--- config.mk ---
export PLATFORM = sky130hd
export DESIGN_NAME = dac_dual_ctrl
export DESIGN_NICKNAME = d
export VERILOG_FILES = /design/src/rtl/dac_pkg.sv /design/src/rtl/dac_field_reg.sv /design/src/rtl/dac_channel.sv /design/src/rtl/dac_dual_ctrl.sv
export VERILOG_INCLUDE_DIRS = /design/src /design/src/rtl
export SDC_FILE = /design/constraint.sdc
export NUM_CORES = 1
export LEC_CHECK = 0
export BUFFER_PORTS_ARGS = -buffer_cell sky130_fd_sc_hd__buf_2
export CAP_MARGIN = 5
export CORE_MARGIN = 2
export CORE_UTILIZATION = 45
export CTS_CLUSTER_DIAMETER = 120
export DETAILED_ROUTE_END_ITERATION = 12
export HOLD_SLACK_MARGIN = 0.1
export MAX_ROUTING_LAYER = met4
export PLACE_DENSITY = 0.71
export SLEW_MARGIN = 25
export SYNTH_ARGS = -nofsm -noshare
export SYNTH_HDL_FRONTEND = slang
export SYNTH_SLANG_ARGS = --single-unit
--- constraint.sdc ---
create_clock -name clk_sys -period 2.1 [get_ports clk_sys]
set_clock_uncertainty 0.1 [all_clocks]
set_input_delay 0.21 -clock clk_sys [delete_from_list [all_inputs] [get_ports clk_sys]]
set_output_delay 0.21 -clock clk_sys [all_outputs]
set_load 0.05 [all_outputs]
--- src/rtl/dac_defs.svh ---
// Register map, field positions, reset values and timing of the DAC block.
`ifndef DAC_DEFS_SVH
`define DAC_DEFS_SVH

// ==========================================================================
// Register offsets (byte addresses)
`define DAC_OFS_CODE0      4'h0
`define DAC_OFS_CODE1      4'h4
`define DAC_OFS_CTRL       4'h8
`define DAC_OFS_STBY       4'hC

// ==========================================================================
// Field positions
`define DAC_CTRL_OE1_BIT   7
`define DAC_CTRL_OE0_BIT   6
`define DAC_CTRL_JOINT_BIT 5
`define DAC_STBY_KEEP_BIT  0

// ==========================================================================
// Reset values and fixed read-back bits
`define DAC_CODE_RST       8'h00
`define DAC_CTRL_RST       8'h1F
`define DAC_STBY_RST       8'hFE
`define DAC_CTRL_ONES      5'h1F
`define DAC_STBY_ONES      7'h7F

// ==========================================================================
// Timing
`define DAC_CONV_TIME_NS   10000
`define DAC_CLK_PERIOD_NS  100
`define DAC_CONV_CYCLES    (`DAC_CONV_TIME_NS / `DAC_CLK_PERIOD_NS)

`endif

--- src/rtl/dac_pkg.sv ---
// Types shared by the DAC control block.
package dac_pkg;
  typedef logic [7:0] dac_code_t;
  typedef enum logic [1:0] {
    DAC_CH_IDLE,
    DAC_CH_CONV,
    DAC_CH_HOLD
  } dac_ch_state_t;
endpackage : dac_pkg

--- src/rtl/dac_field_reg.sv ---
// Software register field with a hardware clear that beats a write.
`timescale 1ns/10ps
module dac_field_reg #(
  parameter int       W   = 8,
  parameter logic [W-1:0] RST = '0
) (
  input  wire logic         clk_sys,
  input  wire logic         resetn,
  input  wire logic         clear,
  input  wire logic         wr_en,
  input  wire logic [W-1:0] wdata,
  output logic      [W-1:0] q
);
  generate
    if (W < 1) begin : g_bad_width
      $error("dac_field_reg: width must be at least one");
    end
  endgenerate

  // Standby entry wins over a write landing in the same cycle.
  always_ff @(posedge clk_sys or negedge resetn) begin
    if (!resetn) begin
      q <= RST;
    end else if (clear) begin
      q <= RST;
    end else if (wr_en) begin
      q <= wdata;
    end
  end
endmodule : dac_field_reg

--- src/rtl/dac_channel.sv ---
// One conversion channel: settling timer, result hold and valid flag.
`timescale 1ns/10ps
`include "dac_defs.svh"
module dac_channel #(
  parameter int CONV_CYCLES = `DAC_CONV_CYCLES
) (
  input  wire logic              clk_sys,
  input  wire logic              resetn,
  input  wire logic              conv_en,
  input  wire dac_pkg::dac_code_t code,
  output dac_pkg::dac_code_t     result_reg,
  output logic                   valid_reg
);
  import dac_pkg::*;

  localparam int CW = $clog2(CONV_CYCLES + 1);

  generate
    if (CONV_CYCLES < 1) begin : g_bad_cycles
      $error("dac_channel: conversion needs at least one cycle");
    end
  endgenerate

  dac_ch_state_t state_reg;
  dac_code_t     conv_code_reg;
  logic [CW-1:0] cnt_reg;
  logic          start;

  // A fresh enable or a new code restarts the settling time.
  assign start = conv_en &&
                 (state_reg == DAC_CH_IDLE || code != conv_code_reg);

  // ========================================================================
  // Sequencer
  always_ff @(posedge clk_sys or negedge resetn) begin
    if (!resetn) begin
      state_reg     <= DAC_CH_IDLE;
      cnt_reg       <= '0;
      conv_code_reg <= '0;
    end else if (!conv_en) begin
      state_reg <= DAC_CH_IDLE;
      cnt_reg   <= '0;
    end else if (start) begin
      state_reg     <= DAC_CH_CONV;
      cnt_reg       <= CW'(CONV_CYCLES);
      conv_code_reg <= code;
    end else begin
      case (state_reg)
        DAC_CH_CONV: begin
          if (cnt_reg == CW'(1)) begin
            state_reg <= DAC_CH_HOLD;
          end
          cnt_reg <= cnt_reg - CW'(1);
        end
        DAC_CH_HOLD: state_reg <= DAC_CH_HOLD;
        default:     state_reg <= DAC_CH_IDLE;
      endcase
    end
  end

  // ========================================================================
  // Result and valid flag
  always_ff @(posedge clk_sys or negedge resetn) begin
    if (!resetn) begin
      result_reg <= '0;
      valid_reg  <= 1'b0;
    end else if (!conv_en || start) begin
      valid_reg <= 1'b0;
    end else if (state_reg == DAC_CH_CONV && cnt_reg == CW'(1)) begin
      result_reg <= conv_code_reg;
      valid_reg  <= 1'b1;
    end
  end

  // ========================================================================
  // Checks
  property p_valid_late;
    @(posedge clk_sys) disable iff (!resetn)
      $rose(valid_reg) |-> $past(cnt_reg) == CW'(1) && $past(conv_en);
  endproperty
  a_valid_late: assert property (p_valid_late)
    else $error("valid rose before the conversion time ran out");

  property p_code_restart;
    @(posedge clk_sys) disable iff (!resetn)
      conv_en && state_reg == DAC_CH_HOLD && code != conv_code_reg
      |=> !valid_reg;
  endproperty
  a_code_restart: assert property (p_code_restart)
    else $error("code change did not restart conversion");

  property p_hold;
    @(posedge clk_sys) disable iff (!resetn)
      valid_reg && conv_en && code == conv_code_reg
      |=> valid_reg && $stable(result_reg);
  endproperty
  a_hold: assert property (p_hold)
    else $error("held result changed without cause");
endmodule : dac_channel

--- src/rtl/dac_dual_ctrl.sv ---
// Two-channel 8-bit DAC control with an APB register slave.
//
// Decided for this implementation: the APB register port and the register addresses.
`timescale 1ns/10ps
`include "dac_defs.svh"

module dac_dual_ctrl #(
  parameter int APB_AW      = 8,
  parameter int CONV_CYCLES = `DAC_CONV_CYCLES
) (
  input  wire logic              clk_sys,
  input  wire logic              resetn,
  input  wire logic              psel,
  input  wire logic              penable,
  input  wire logic              pwrite,
  input  wire logic [APB_AW-1:0] paddr,
  input  wire logic [31:0]       pwdata,
  input  wire logic [3:0]        pstrb,
  output logic [31:0]            prdata,
  output logic                   pready,
  output logic                   pslverr,
  input  wire logic              sw_standby,
  input  wire logic              hw_standby,
  output dac_pkg::dac_code_t     analog_out_ch0,
  output logic                   analog_out_ch0_oe_n,
  output logic                   ch0_valid,
  output dac_pkg::dac_code_t     analog_out_ch1,
  output logic                   analog_out_ch1_oe_n,
  output logic                   ch1_valid
);
  import dac_pkg::*;

  localparam logic [7:0] CTRL_RST = `DAC_CTRL_RST;
  localparam logic [7:0] STBY_RST = `DAC_STBY_RST;

  generate
    if (APB_AW < 5) begin : g_bad_aw
      $error("dac_dual_ctrl: APB address needs at least five bits");
    end
  endgenerate

  // ==========================================================================
  // APB decode
  logic       setup;
  logic       access;
  logic       hit;
  logic       wr_ok;
  logic       err_reg;
  logic [3:0] ofs;

  assign setup  = psel && !penable;
  assign access = psel && penable;
  assign ofs    = paddr[3:0];
  assign hit    = (paddr[APB_AW-1:4] == '0) &&
                  (ofs == `DAC_OFS_CODE0 || ofs == `DAC_OFS_CODE1 ||
                   ofs == `DAC_OFS_CTRL  || ofs == `DAC_OFS_STBY);
  // Registers are byte wide, so only lane 0 can change them.
  assign wr_ok  = access && pwrite && !err_reg && pstrb[0];
  assign pready  = 1'b1;
  assign pslverr = access && err_reg;

  always_ff @(posedge clk_sys or negedge resetn) begin
    if (!resetn) begin
      err_reg <= 1'b0;
    end else if (setup) begin
      err_reg <= !hit;
    end
  end

  // ==========================================================================
  // Standby handling
  logic sw_standby_q;
  logic sw_entry;
  logic keep;
  logic clr_main;
  logic out_allowed;

  always_ff @(posedge clk_sys or negedge resetn) begin
    if (!resetn) begin
      sw_standby_q <= 1'b0;
    end else begin
      sw_standby_q <= sw_standby;
    end
  end

  assign sw_entry = sw_standby && !sw_standby_q;
  // Hardware standby always clears; software entry only without keep.
  assign clr_main = hw_standby || (sw_entry && !keep);
  // Outputs stay live in software standby only when keep is set.
  assign out_allowed = !hw_standby && (!sw_standby || keep);

  // ==========================================================================
  // Registers
  dac_code_t  code0;
  dac_code_t  code1;
  logic [2:0] ctrl_bits;
  logic       stby_bit;
  logic       oe0;
  logic       oe1;
  logic       joint;

  dac_field_reg #(.W(8), .RST(`DAC_CODE_RST)) u_code0 (
    .clk_sys (clk_sys),
    .resetn  (resetn),
    .clear   (clr_main),
    .wr_en   (wr_ok && ofs == `DAC_OFS_CODE0),
    .wdata   (pwdata[7:0]),
    .q       (code0)
  );

  dac_field_reg #(.W(8), .RST(`DAC_CODE_RST)) u_code1 (
    .clk_sys (clk_sys),
    .resetn  (resetn),
    .clear   (clr_main),
    .wr_en   (wr_ok && ofs == `DAC_OFS_CODE1),
    .wdata   (pwdata[7:0]),
    .q       (code1)
  );

  // Only bits 7..5 are stored; the low bits are constant ones.
  dac_field_reg #(.W(3), .RST(CTRL_RST[7:5])) u_ctrl (
    .clk_sys (clk_sys),
    .resetn  (resetn),
    .clear   (clr_main),
    .wr_en   (wr_ok && ofs == `DAC_OFS_CTRL),
    .wdata   (pwdata[7:5]),
    .q       (ctrl_bits)
  );

  // Software standby never touches this register.
  dac_field_reg #(.W(1), .RST(STBY_RST[0])) u_stby (
    .clk_sys (clk_sys),
    .resetn  (resetn),
    .clear   (hw_standby),
    .wr_en   (wr_ok && ofs == `DAC_OFS_STBY),
    .wdata   (pwdata[`DAC_STBY_KEEP_BIT]),
    .q       (stby_bit)
  );

  assign oe1   = ctrl_bits[`DAC_CTRL_OE1_BIT - 5];
  assign oe0   = ctrl_bits[`DAC_CTRL_OE0_BIT - 5];
  assign joint = ctrl_bits[`DAC_CTRL_JOINT_BIT - 5];
  assign keep  = stby_bit;

  // ==========================================================================
  // Read data
  logic [7:0] rd_mux;

  always_comb begin
    case (ofs)
      `DAC_OFS_CODE0: rd_mux = code0;
      `DAC_OFS_CODE1: rd_mux = code1;
      `DAC_OFS_CTRL:  rd_mux = {ctrl_bits, `DAC_CTRL_ONES};
      `DAC_OFS_STBY:  rd_mux = {`DAC_STBY_ONES, stby_bit};
      default:        rd_mux = 8'h00;
    endcase
  end

  // Captured in the setup cycle so prdata comes from a flop.
  always_ff @(posedge clk_sys or negedge resetn) begin
    if (!resetn) begin
      prdata <= 32'h0000_0000;
    end else if (setup) begin
      prdata <= hit ? {24'h00_0000, rd_mux} : 32'h0000_0000;
    end
  end

  // ==========================================================================
  // Conversion gating
  logic conv0;
  logic conv1;

  // Joint mode lets either enable start both converters.
  assign conv0 = out_allowed && (oe0 || (joint && oe1));
  assign conv1 = out_allowed && (oe1 || (joint && oe0));

  dac_channel #(.CONV_CYCLES(CONV_CYCLES)) u_ch0 (
    .clk_sys    (clk_sys),
    .resetn     (resetn),
    .conv_en    (conv0),
    .code       (code0),
    .result_reg (analog_out_ch0),
    .valid_reg  (ch0_valid)
  );

  dac_channel #(.CONV_CYCLES(CONV_CYCLES)) u_ch1 (
    .clk_sys    (clk_sys),
    .resetn     (resetn),
    .conv_en    (conv1),
    .code       (code1),
    .result_reg (analog_out_ch1),
    .valid_reg  (ch1_valid)
  );

  // ==========================================================================
  // Pin drive
  // The pin is released as soon as its own enable drops, whatever joint is.
  assign analog_out_ch0_oe_n = !(out_allowed && oe0);
  assign analog_out_ch1_oe_n = !(out_allowed && oe1);

  // ==========================================================================
  // Checks
  property p_sw_clear;
    @(posedge clk_sys) disable iff (!resetn)
      sw_standby && !sw_standby_q && !stby_bit
      |=> code0 == 8'h00 && code1 == 8'h00 && ctrl_bits == 3'h0;
  endproperty
  a_sw_clear: assert property (p_sw_clear)
    else $error("codes not cleared on software standby entry");

  property p_sw_keep;
    @(posedge clk_sys) disable iff (!resetn)
      sw_standby && !sw_standby_q && stby_bit && !hw_standby && !access
      |=> $stable(code0) && $stable(code1) && $stable(ctrl_bits);
  endproperty
  a_sw_keep: assert property (p_sw_keep)
    else $error("registers lost on software standby with keep set");

  property p_hw_clear;
    @(posedge clk_sys) disable iff (!resetn)
      hw_standby |=> ctrl_bits == 3'h0 && !stby_bit && code0 == 8'h00;
  endproperty
  a_hw_clear: assert property (p_hw_clear)
    else $error("hardware standby did not reset the registers");

  // Read data was taken at the setup edge, so compare with the bits then.
  property p_ctrl_ones;
    @(posedge clk_sys) disable iff (!resetn)
      access && !pwrite && !err_reg && ofs == `DAC_OFS_CTRL
      |-> prdata[4:0] == 5'h1F && prdata[7:5] == $past(ctrl_bits);
  endproperty
  a_ctrl_ones: assert property (p_ctrl_ones)
    else $error("control low bits did not read as ones");

  property p_stby_ones;
    @(posedge clk_sys) disable iff (!resetn)
      access && !pwrite && !err_reg && ofs == `DAC_OFS_STBY
      |-> prdata[7:1] == 7'h7F;
  endproperty
  a_stby_ones: assert property (p_stby_ones)
    else $error("standby register high bits did not read as ones");

  property p_joint;
    @(posedge clk_sys) disable iff (!resetn)
      out_allowed && joint && (oe0 || oe1) |-> conv0 && conv1;
  endproperty
  a_joint: assert property (p_joint)
    else $error("joint mode did not enable both converters");

  property p_all_off;
    @(posedge clk_sys) disable iff (!resetn)
      !oe0 && !oe1 |=> !ch0_valid && !ch1_valid;
  endproperty
  a_all_off: assert property (p_all_off)
    else $error("a channel stayed valid with both enables low");

  property p_own_pin;
    @(posedge clk_sys) disable iff (!resetn)
      !oe0 |-> analog_out_ch0_oe_n;
  endproperty
  a_own_pin: assert property (p_own_pin)
    else $error("channel 0 pin driven with its enable clear");

  property p_stby_release;
    @(posedge clk_sys) disable iff (!resetn)
      sw_standby && !stby_bit |-> analog_out_ch0_oe_n && analog_out_ch1_oe_n;
  endproperty
  a_stby_release: assert property (p_stby_release)
    else $error("output driven in software standby without keep");

  property p_write_lands;
    @(posedge clk_sys) disable iff (!resetn)
      wr_ok && ofs == `DAC_OFS_CODE1 && !clr_main
      |=> code1 == $past(pwdata[7:0]);
  endproperty
  a_write_lands: assert property (p_write_lands)
    else $error("channel 1 code write was lost");

  property p_unmapped;
    @(posedge clk_sys) disable iff (!resetn)
      setup && !hit |=> !penable || pslverr;
  endproperty
  a_unmapped: assert property (p_unmapped)
    else $error("unmapped access completed without an error");

  property p_oe1_pin;
    @(posedge clk_sys) disable iff (!resetn)
      !oe1 |-> analog_out_ch1_oe_n;
  endproperty
  a_oe1_pin: assert property (p_oe1_pin)
    else $error("channel 1 pin driven with its enable clear");

  property p_drive0;
    @(posedge clk_sys) disable iff (!resetn)
      out_allowed && oe0 |-> !analog_out_ch0_oe_n;
  endproperty
  a_drive0: assert property (p_drive0)
    else $error("channel 0 pin not driven with its enable set");

  property p_drive1;
    @(posedge clk_sys) disable iff (!resetn)
      out_allowed && oe1 |-> !analog_out_ch1_oe_n;
  endproperty
  a_drive1: assert property (p_drive1)
    else $error("channel 1 pin not driven with its enable set");

  property p_ch1_solo;
    @(posedge clk_sys) disable iff (!resetn)
      out_allowed && !joint && oe1 && !oe0 |-> conv1 && !conv0;
  endproperty
  a_ch1_solo: assert property (p_ch1_solo)
    else $error("channel 0 converted without its own enable");

  property p_ctrl_write;
    @(posedge clk_sys) disable iff (!resetn)
      wr_ok && ofs == `DAC_OFS_CTRL && !clr_main
      |=> ctrl_bits == $past(pwdata[7:5]);
  endproperty
  a_ctrl_write: assert property (p_ctrl_write)
    else $error("control enable write was lost");

  // Software standby entry must leave this bit alone whatever keep says.
  property p_stby_hold;
    @(posedge clk_sys) disable iff (!resetn)
      !hw_standby && !(wr_ok && ofs == `DAC_OFS_STBY)
      |=> $stable(stby_bit);
  endproperty
  a_stby_hold: assert property (p_stby_hold)
    else $error("standby register changed without a write");

  property p_code0_write;
    @(posedge clk_sys) disable iff (!resetn)
      wr_ok && ofs == `DAC_OFS_CODE0 && !clr_main
      |=> code0 == $past(pwdata[7:0]);
  endproperty
  a_code0_write: assert property (p_code0_write)
    else $error("channel 0 code write was lost");
endmodule : dac_dual_ctrl

==> results.md, run 1 <==
- Summed over all layers, the routed wires come to 7.78 mm.
- The time the final worst path needs with I/O delays and setup is approximately 2.2 ns.
- Clock latency on the worst-skew pair, taken at its later pin, is 0.35 ns.
- Once detail routing completed, the nets flagged for antenna violations numbered 0.
- The start point of the worst hold path is penable.
- The clock tree synthesis step divided the H-tree into 3 levels.
- The path class of the tightest hold or removal check is in2reg.
- The element type at the critical path start is a flip-flop.
- The filler-free cell count of the finished design is ~570.
- Counting tap cells, the placed design contains a total of 536 instances.
- The layout net count is roughly 500.
- The initial core utilization is 0.461.
- The max capacitance violation total is 0.
- The placeable core area is a little under 0.009 sq mm.
- For this design the top-level I/O count stands at between 100 and 150.
- The number of antenna violations at the first check in global routing is 0.
- Clock-pin slew was measured on the worst setup and hold paths at roughly 0.080 ns.
- The worst hold path passes through 3 cells.
- In this run the critical register-to-register path is captured at u_ch0.result_reg[6]$_DFFE_PN0P_.
- The total power divided by cell area is 615 mW/mm^2.
- The row count is 34.
- Final hold analysis gives a worst-case slack of approximately 0.12 ns.
- The first element of the critical path is u_ch0.state_reg[1]$_DFFE_PN0P_.
- Setup violations remaining at the end of the flow were counted as 8.
- Entering global routing, the biggest net connects 36 pins.
- Timing would allow up to 462 MHz.
- In this run the cell area of the synthesized design comes to around 0.004 sq mm.
- The detailed-routing iteration count for the pre-antenna-repair pass is 4.
- TritonCTS built the clock tree.
- The die width is 98.3 um.
- The clock sink total is 82.
- The max-slew violation count is 0.
- For this run, design rule violations remaining after detail routing come to 0.
- The synthesized design contains 82 register bits.
- The post-placement worst setup slack is -0.110 ns.
- Yosys attributes the largest share of cell area to dfrtp_1 51%, mux2_2 11%, buf_4 4.7%.
- Once routing completed, OpenROAD measured the worst setup slack at -0.0631 ns.
- The antenna cell count is 0.
- The total via count after detailed routing is 2777.
- The end point of the most critical hold path is err_reg$_DFFE_PN0P_.
- For this run, the total global-route usage over all layers was measured as 0.180.
- The run finished, with violations left.
- Of the post-synthesis cell area, the dominant cell type holds 0.513.
- Input and output buffers added on the ports amount to 52.
- The analysis attributes to cell leakage a power of 2.41 nW.
- Setup repair after global routing could not meet its margin everywhere.
- CTS placed an instance of clkbuf_8 at the clock tree root.
- The startpoint identified for the worst register-to-register timing path is u_ch0.state_reg[1]$_DFFE_PN0P_.
- The clock passes through at most 2 buffers.
- Among all flip-flop cells after synthesis, the most frequent one is dfrtp_1.
- The startpoint-to-endpoint class of the critical path is reg2reg.
- In the synthesized netlist, the cells that appear most often are 82 x dfrtp_1, 39 x mux2_2, 36 x nor2_1, 25 x buf_4, 23 x nand2_1.
- The per-cell via count in the routed design is ~4.9.
- STA classifies the critical path endpoint as a flip-flop.
- The first global-routing pass estimated 13.4 mm of wire.
- The number of hold violations in the final report is 0.
- In the synthesized netlist the async set-or-reset flop fraction comes to 1.00.
- The critical path data required time is 2.23 ns.
- Measured in cells, the most critical reg-to-reg path has a length of 7.
- The violation count after the first detailed-route iteration is approximately 120.
- The share of the clock period used by the worst path is 1.03.
- The synthesized design spends more area on one cell type than any other, namely dfrtp_1.
- The headroom to the max-slew limit is 0.673.
- At the worst endpoint, the arrival time is 2.30 ns.
- The slew at the pin with the worst max-slew slack is 0.484 ns.
- Of the synthesized area, sequential elements account for 0.513.
- Yosys mapped a number of flops with a built-in enable equal to 0.
- The overall die area is 0.00965 sq mm.
- The average wire per standard cell is 13.7 um.
- The final estimated routing congestion in global placement is 0.790.
- The count of cell types in the netlist is 42.
- The via count of the first global-routing pass is 2847.
- The floorplan step set the die height to 98.3 um.
- The most common cell in the synthesized netlist is dfrtp_1.
- The slowest stage cell on the critical path is or4_4.
- The HPWL after detailed placement is 5.72 mm.
- In the final layout, the share of cells above drive strength 1 is 0.333.
- In this run the worst path has a maximum fanout of 8.
- The maximum resistive drop on vdd is 0.000370 V.
- The checks that failed: negative setup slack.
- The warning count from the yosys run is 0.
- The setup slack of the worst register-to-register path is -0.06 ns.
- The total CTS buffers is 9.
- Walking the worst path, the cells encountered are inv_2, ha_4, or4_4, nor4_4, and3b_2, buf_12, mux2_4.
- The area growth from synthesis to layout is 23.6%.
- The leftover overflow at the end of global routing is 0.
- Counting every instance in the synthesized netlist gives around 360.
- For this run, the slowest stage of the critical path takes approximately 0.54 ns.
- The mean instance size in the synthesized netlist is approximately 11 sq um.
==> power by group <==
| group | total [mW] | switching, mW | internal (mW) |
|---|---|---|---|
| Sequential | 1.58 | 0.00117 | 1.58 |
| Combinational | 0.230 | 0.181 | 0.0488 |
| Clock | 1.23 | 0.550 | 0.680 |
| Total | 3.04 | 0.733 | 2.31 |
==> per-stage QoR <==
stage          power (mW)  area, sq um  TNS (ns)  utilization
6_report             3.04         4940    -0.426        0.569
5_1_grt              3.16         4940     -1.21        0.569
4_1_cts              3.07         4870    -0.615        0.562
3_5_place_dp         1.83         4500    -0.844        0.519
3_3_place_gp         1.83         4500    -0.406        0.519
2_1_floorplan        1.78         4090    -0.870            -
==> layer usage <==
metal | track usage | part of all wire | vias up
li1 | - | - | 1364
met1 | 0.227 | 0.45 | 1337
met2 | 0.294 | 0.50 | 68
met3 | 0.0365 | 0.039 | 8
met4 | 0.0569 | 0.012 | 0
met5 | - | 0 | -
==> worst max-delay path: cells and delay by family, from the launching register on <==
kind                     cells  cell delay, ns
buffers and inverters        2            0.20
adder cells (fa/ha/maj)      1            0.15
multiplexers                 1            0.30
flip-flops                   1            0.37
AND/OR/NAND/NOR              3            0.93
==> timing repair <==
action,in CTS,in global routing
pin swaps,0,1
hold buffers,12,0
buffers inserted,1,2
resized for setup,6,11
endpoints found under the setup margin,16,21
cloned,0,0
hold endpoints to repair,87,0
==> how the worst max path moves through the flow <==
stage | cells past startpoint | slack, ns | endpoint
after global routing | 7 | -0.16 | u_ch0.result_reg[2]$_DFFE_PN0P_
final | 7 | -0.06 | u_ch0.result_reg[6]$_DFFE_PN0P_
after global placement | 7 | -0.06 | u_ch0.result_reg[3]$_DFFE_PN0P_
after detailed placement | 7 | -0.11 | u_ch0.result_reg[6]$_DFFE_PN0P_
after floorplan | 7 | -0.11 | u_ch0.result_reg[0]$_DFFE_PN0P_
after CTS | 7 | -0.09 | u_ch0.result_reg[2]$_DFFE_PN0P_
==> cells by family (layout without fill, tap and decap cells) <==
| group | after synthesis | in the layout | share of synthesized area |
|---|---|---|---|
| fa+ha+maj | 8 | 8 | 0.0250 |
| compound gates | 40 | 40 | 0.0551 |
| other cells | 2 | 25 | 0.00188 |
| flops | 82 | 82 | 0.513 |
| xor+xnor | 28 | 28 | 0.0613 |
| mux | 56 | 56 | 0.152 |
| buf+inv | 45 | 123 | 0.0679 |
| simple gates | 97 | 97 | 0.123 |
==> cells in the final DEF (no fill, tap or decap), types with 3 or more instances in the layout <==
cell	Yosys	layout
inv_1	11	10
xor2_1	11	11
mux2i_1	17	17
o21ai_0	12	12
nor4_1	3	3
a21oi_1	17	17
dfrtp_1	82	82
nor3_1	3	3
xnor2_1	17	17
buf_4	25	30
buf_2	1	51
nand2_1	23	22
o22ai_1	4	4
ha_1	8	7
nand2b_1	3	3
dlygate4sd3_1	0	12
conb_1	2	25
nor2_1	36	34
mux2_4	0	8
mux2_2	39	31
clkbuf_8	0	13
nand3_1	11	10
a211oi_1	3	3
==> area by class of cell <==
type                       instances  area, sq um
timing repair buffer              96          652
inverter                          11         41.3
tap                              108          135
multi-input combinational        254         1840
clock buffer                      13          179
fill                             740         3740
sequential                        82         2050
clock inverter                     3         45.0
No activity file was read; power rests on OpenSTA's default activity.
==> inputs of run 2 (changes only) <==
--- a/config.mk
+++ b/config.mk
@@ -8,13 +8,15 @@
 export LEC_CHECK = 0
 export BUFFER_PORTS_ARGS = -buffer_cell sky130_fd_sc_hd__buf_2
 export CAP_MARGIN = 5
+export CELL_PAD_IN_SITES_DETAIL_PLACEMENT = 1
+export CELL_PAD_IN_SITES_GLOBAL_PLACEMENT = 1
 export CORE_MARGIN = 2
-export CORE_UTILIZATION = 45
+export CORE_UTILIZATION = 37
 export CTS_CLUSTER_DIAMETER = 120
 export DETAILED_ROUTE_END_ITERATION = 12
 export HOLD_SLACK_MARGIN = 0.1
 export MAX_ROUTING_LAYER = met4
-export PLACE_DENSITY = 0.71
+export PLACE_DENSITY = 0.75
 export SLEW_MARGIN = 25
 export SYNTH_ARGS = -nofsm -noshare
 export SYNTH_HDL_FRONTEND = slang
==> run 2 against run 1 <==
The flow still finishes with violations (negative setup slack). Sequential cell count unchanged. Cell count increased by 5.5%. Largest cell class unchanged. Cell area increased by 0.53%. Combinational power about the same. Clock power decreased by 19%.
==> results.md, run 2 (synthesis results as in run 1) <==
- The endpoint identified for the worst register-to-register timing path is u_ch0.result_reg[4]$_DFFE_PN0P_.
- The first-pass GRT wire length came to 15.5 mm (+15%).
- For hold timing, the worst endpoint is err_reg$_DFFE_PN0P_.
- The critical path is of the reg2reg type.
- The start point of the worst hold path is penable.
- The share of the clock period used by the worst path is 1.07 (+0.0419).
- The leakage power is 2.42 nW (about the same).
- The max-slew violation count is 0 (unchanged).
- The time the final worst path needs with I/O delays and setup came to 2.25 ns (+0.0880 ns).
- The setup slack of the worst register-to-register path is -0.15 ns (-0.09 ns).
- The number of buffers on the longest clock path was 2 (unchanged).
- The number of buffer cells added on primary ports is 52 (unchanged).
- The total CTS buffers is 9 (unchanged).
- The worst setup path is launched from a flip-flop.
- The utilization after layout is 0.477 (-0.0925).
- The number of antenna violations at the first check in global routing is 0 (unchanged).
- The proportion of layout cells with a drive suffix above 1 is 0.342 (+0.00866).
- The headroom to the max-slew limit was 0.662 (-0.0107).
- The run finished, with violations left.
- The number of DRC violations after detailed routing is 0 (unchanged).
- The number of H-tree levels came to 3 (unchanged).
- The antenna cell count is 0 (unchanged).
- The die width is 108 um (+9.9%).
- The highest clock rate is 444 MHz (-3.9%).
- The post-DP HPWL was 6.93 mm (+21%).
- The library cells used most frequently in the layout, excluding fill and tap cells, are 82 x dfrtp_1, 51 x buf_2, 36 x mux2_2, 36 x buf_4, 33 x nor2_1.
- The first element of the critical path is u_ch0.state_reg[1]$_DFFE_PN0P_.
- Compared with the post-synthesis result, the final layout area differs by 24.3%.
- The max capacitance violation total came to 0 (unchanged).
- The average wire per standard cell is 15.4 um (+12%).
- The total setup violations reported at the end of the flow came to 8 (unchanged).
- The final critical-path setup slack is -0.151 ns (-0.0880 ns).
- The worst hold path cell count was 3 (unchanged).
- The global-route total usage across every layer is 0.179 (-0.00121).
- The initial core utilization is 0.384 (-0.0769).
- The wire length reported by the detailed router came to 9.19 mm (+18%).
- The checks that failed: negative setup slack.
- The largest net degree at the start of global routing is 54 (+50%).
- The total power divided by cell area is 566 mW/mm^2 (-8.0%).
- The per-cell via count in the routed design is 4.84 (-1.2%).
- The worst setup path is captured at a flip-flop.
- The number of hold violations in the final report is 0 (unchanged).
- The worst-case reg-to-reg path depth is 7 (unchanged).
- The worst-skew pair later-pin latency is 0.36 ns (about the same).
- The violation count after the first detailed-route iteration was 81 (-34%).
- In this run the clock root is driven by a clkbuf_8.
- Leaving out fill and tap cells, the most frequent cell in the layout is dfrtp_1.
- The number of nets with antenna violations after routing is 0 (unchanged).
- The leftover overflow at the end of global routing is 0 (unchanged).
- The cell area after layout came to 0.00497 sq mm (+0.53%).
- The classification of the worst-slack hold path is in2reg.
- The height of the chip was 108 um (+9.9%).
- The highest fanout seen on the critical path was 8 (unchanged).
- The final estimated routing congestion in global placement is 0.809 (+2.4%).
- The clock transition time at the flip-flop clock pins of the worst setup and hold paths is 0.07 ns (about the same).
- The via count of the first global-routing pass is 3186 (+12%).
- The placeable core area was 0.0104 sq mm (+20%).
- The clock tree from TritonCTS is built.
- The reg-to-reg startpoint is u_ch0.state_reg[1]$_DFFE_PN0P_.
- The I/O pin total is 105 (unchanged).
- The final hold slack came to 0.114 ns (-0.00102 ns).
- The maximum resistive drop on vdd is 0.000278 V (-25%).
- The data arrival time at the worst-slack endpoint is 2.39 ns (+0.09 ns).
- The total via count after detailed routing came to 2894 (+4.2%).
- The clock sink total is 82 (unchanged).
- The row count came to 37 (+8.8%).
- The layout net count came to 519 (+1.2%).
- The overall die area is 0.0117 sq mm (+21%).
- The detailed-routing iteration count for the pre-antenna-repair pass is 4 (unchanged).
- The slew at the pin with the worst max-slew slack is 0.505 ns (+0.0210 ns).
- The cell area after placement came to 0.00457 sq mm (+1.6%).
- Setup repair after global routing could not meet its margin everywhere.
- The critical path data required time is 2.24 ns (about the same).
-- run 2: changes by cell type in the layout (fill, tap and decap cells not counted), moves of 2 or more --
cell        delta
buf_4          +6
clkbuf_1       +2
clkbuf_8       -2
clkinvlp_4     -2
mux2_2         +5
mux2_4         -5
-- run 2: how the worst max path moves through the flow --
stage,end,slack (ns)
2_1_floorplan,u_ch0.result_reg[0]$_DFFE_PN0P_,-0.11
3_3_place_gp,u_ch0.result_reg[4]$_DFFE_PN0P_,-0.05
3_5_place_dp,u_ch0.result_reg[7]$_DFFE_PN0P_,-0.13
4_1_cts,u_ch0.result_reg[4]$_DFFE_PN0P_,-0.11
5_1_grt,u_ch0.result_reg[6]$_DFFE_PN0P_,-0.28
6_report,u_ch0.result_reg[4]$_DFFE_PN0P_,-0.15
-- run 2: final cells by class --
type / instances / area (sq um)
timing repair buffer: 102 / 697
clock buffer: 13 / 159
sequential: 82 / 2050
tap: 136 / 170
multi-input combinational: 254 / 1850
inverter: 11 / 41.3
fill: 1158 / 5450
-- run 2: worst max-delay path, stage by stage, from the launching register on --
cell and delay, ns:
dfrtp_1 0.39, inv_2 0.07, ha_4 0.15, or4_4 0.54, nor4_4 0.17, and3b_2 0.26
buf_12 0.13, mux2_2 0.33
-- run 2: where the power goes --
group | total (mW) | internal [mW] | switching [mW]
Clock | 0.999 | 0.476 | 0.523
Combinational | 0.233 | 0.0491 | 0.184
Sequential | 1.58 | 1.58 | 0.00141
-- run 2: metal layers --
metal / track usage / share of wire
met1: 0.211 / 0.41
met2: 0.307 / 0.53
met3: 0.0205 / 0.029
met4: 0.0833 / 0.025
met5: - / 0
-- run 2: through the flow --
step                setup TNS [ns]  total power, mW  instances  setup WS [ns]
floorplan                   -0.870             1.78        381         -0.113
global placement            -0.390             1.83        569        -0.0536
detailed placement           -1.02             1.83        569         -0.125
CTS                         -0.786             2.85        598         -0.113
global route                 -2.56             2.93        598         -0.275
finish                       -1.08             2.81        598         -0.151
-- run 2: timing repair --
| action | CTS | global route |
|---|---|---|
| endpoints found under the setup margin | 17 | 24 |
| endpoints found under the hold margin | 91 | 0 |
| resized for setup | 9 | 9 |
| buffers inserted | 5 | 1 |
| pin swaps | 2 | 0 |
| hold buffers | 12 | 0 |
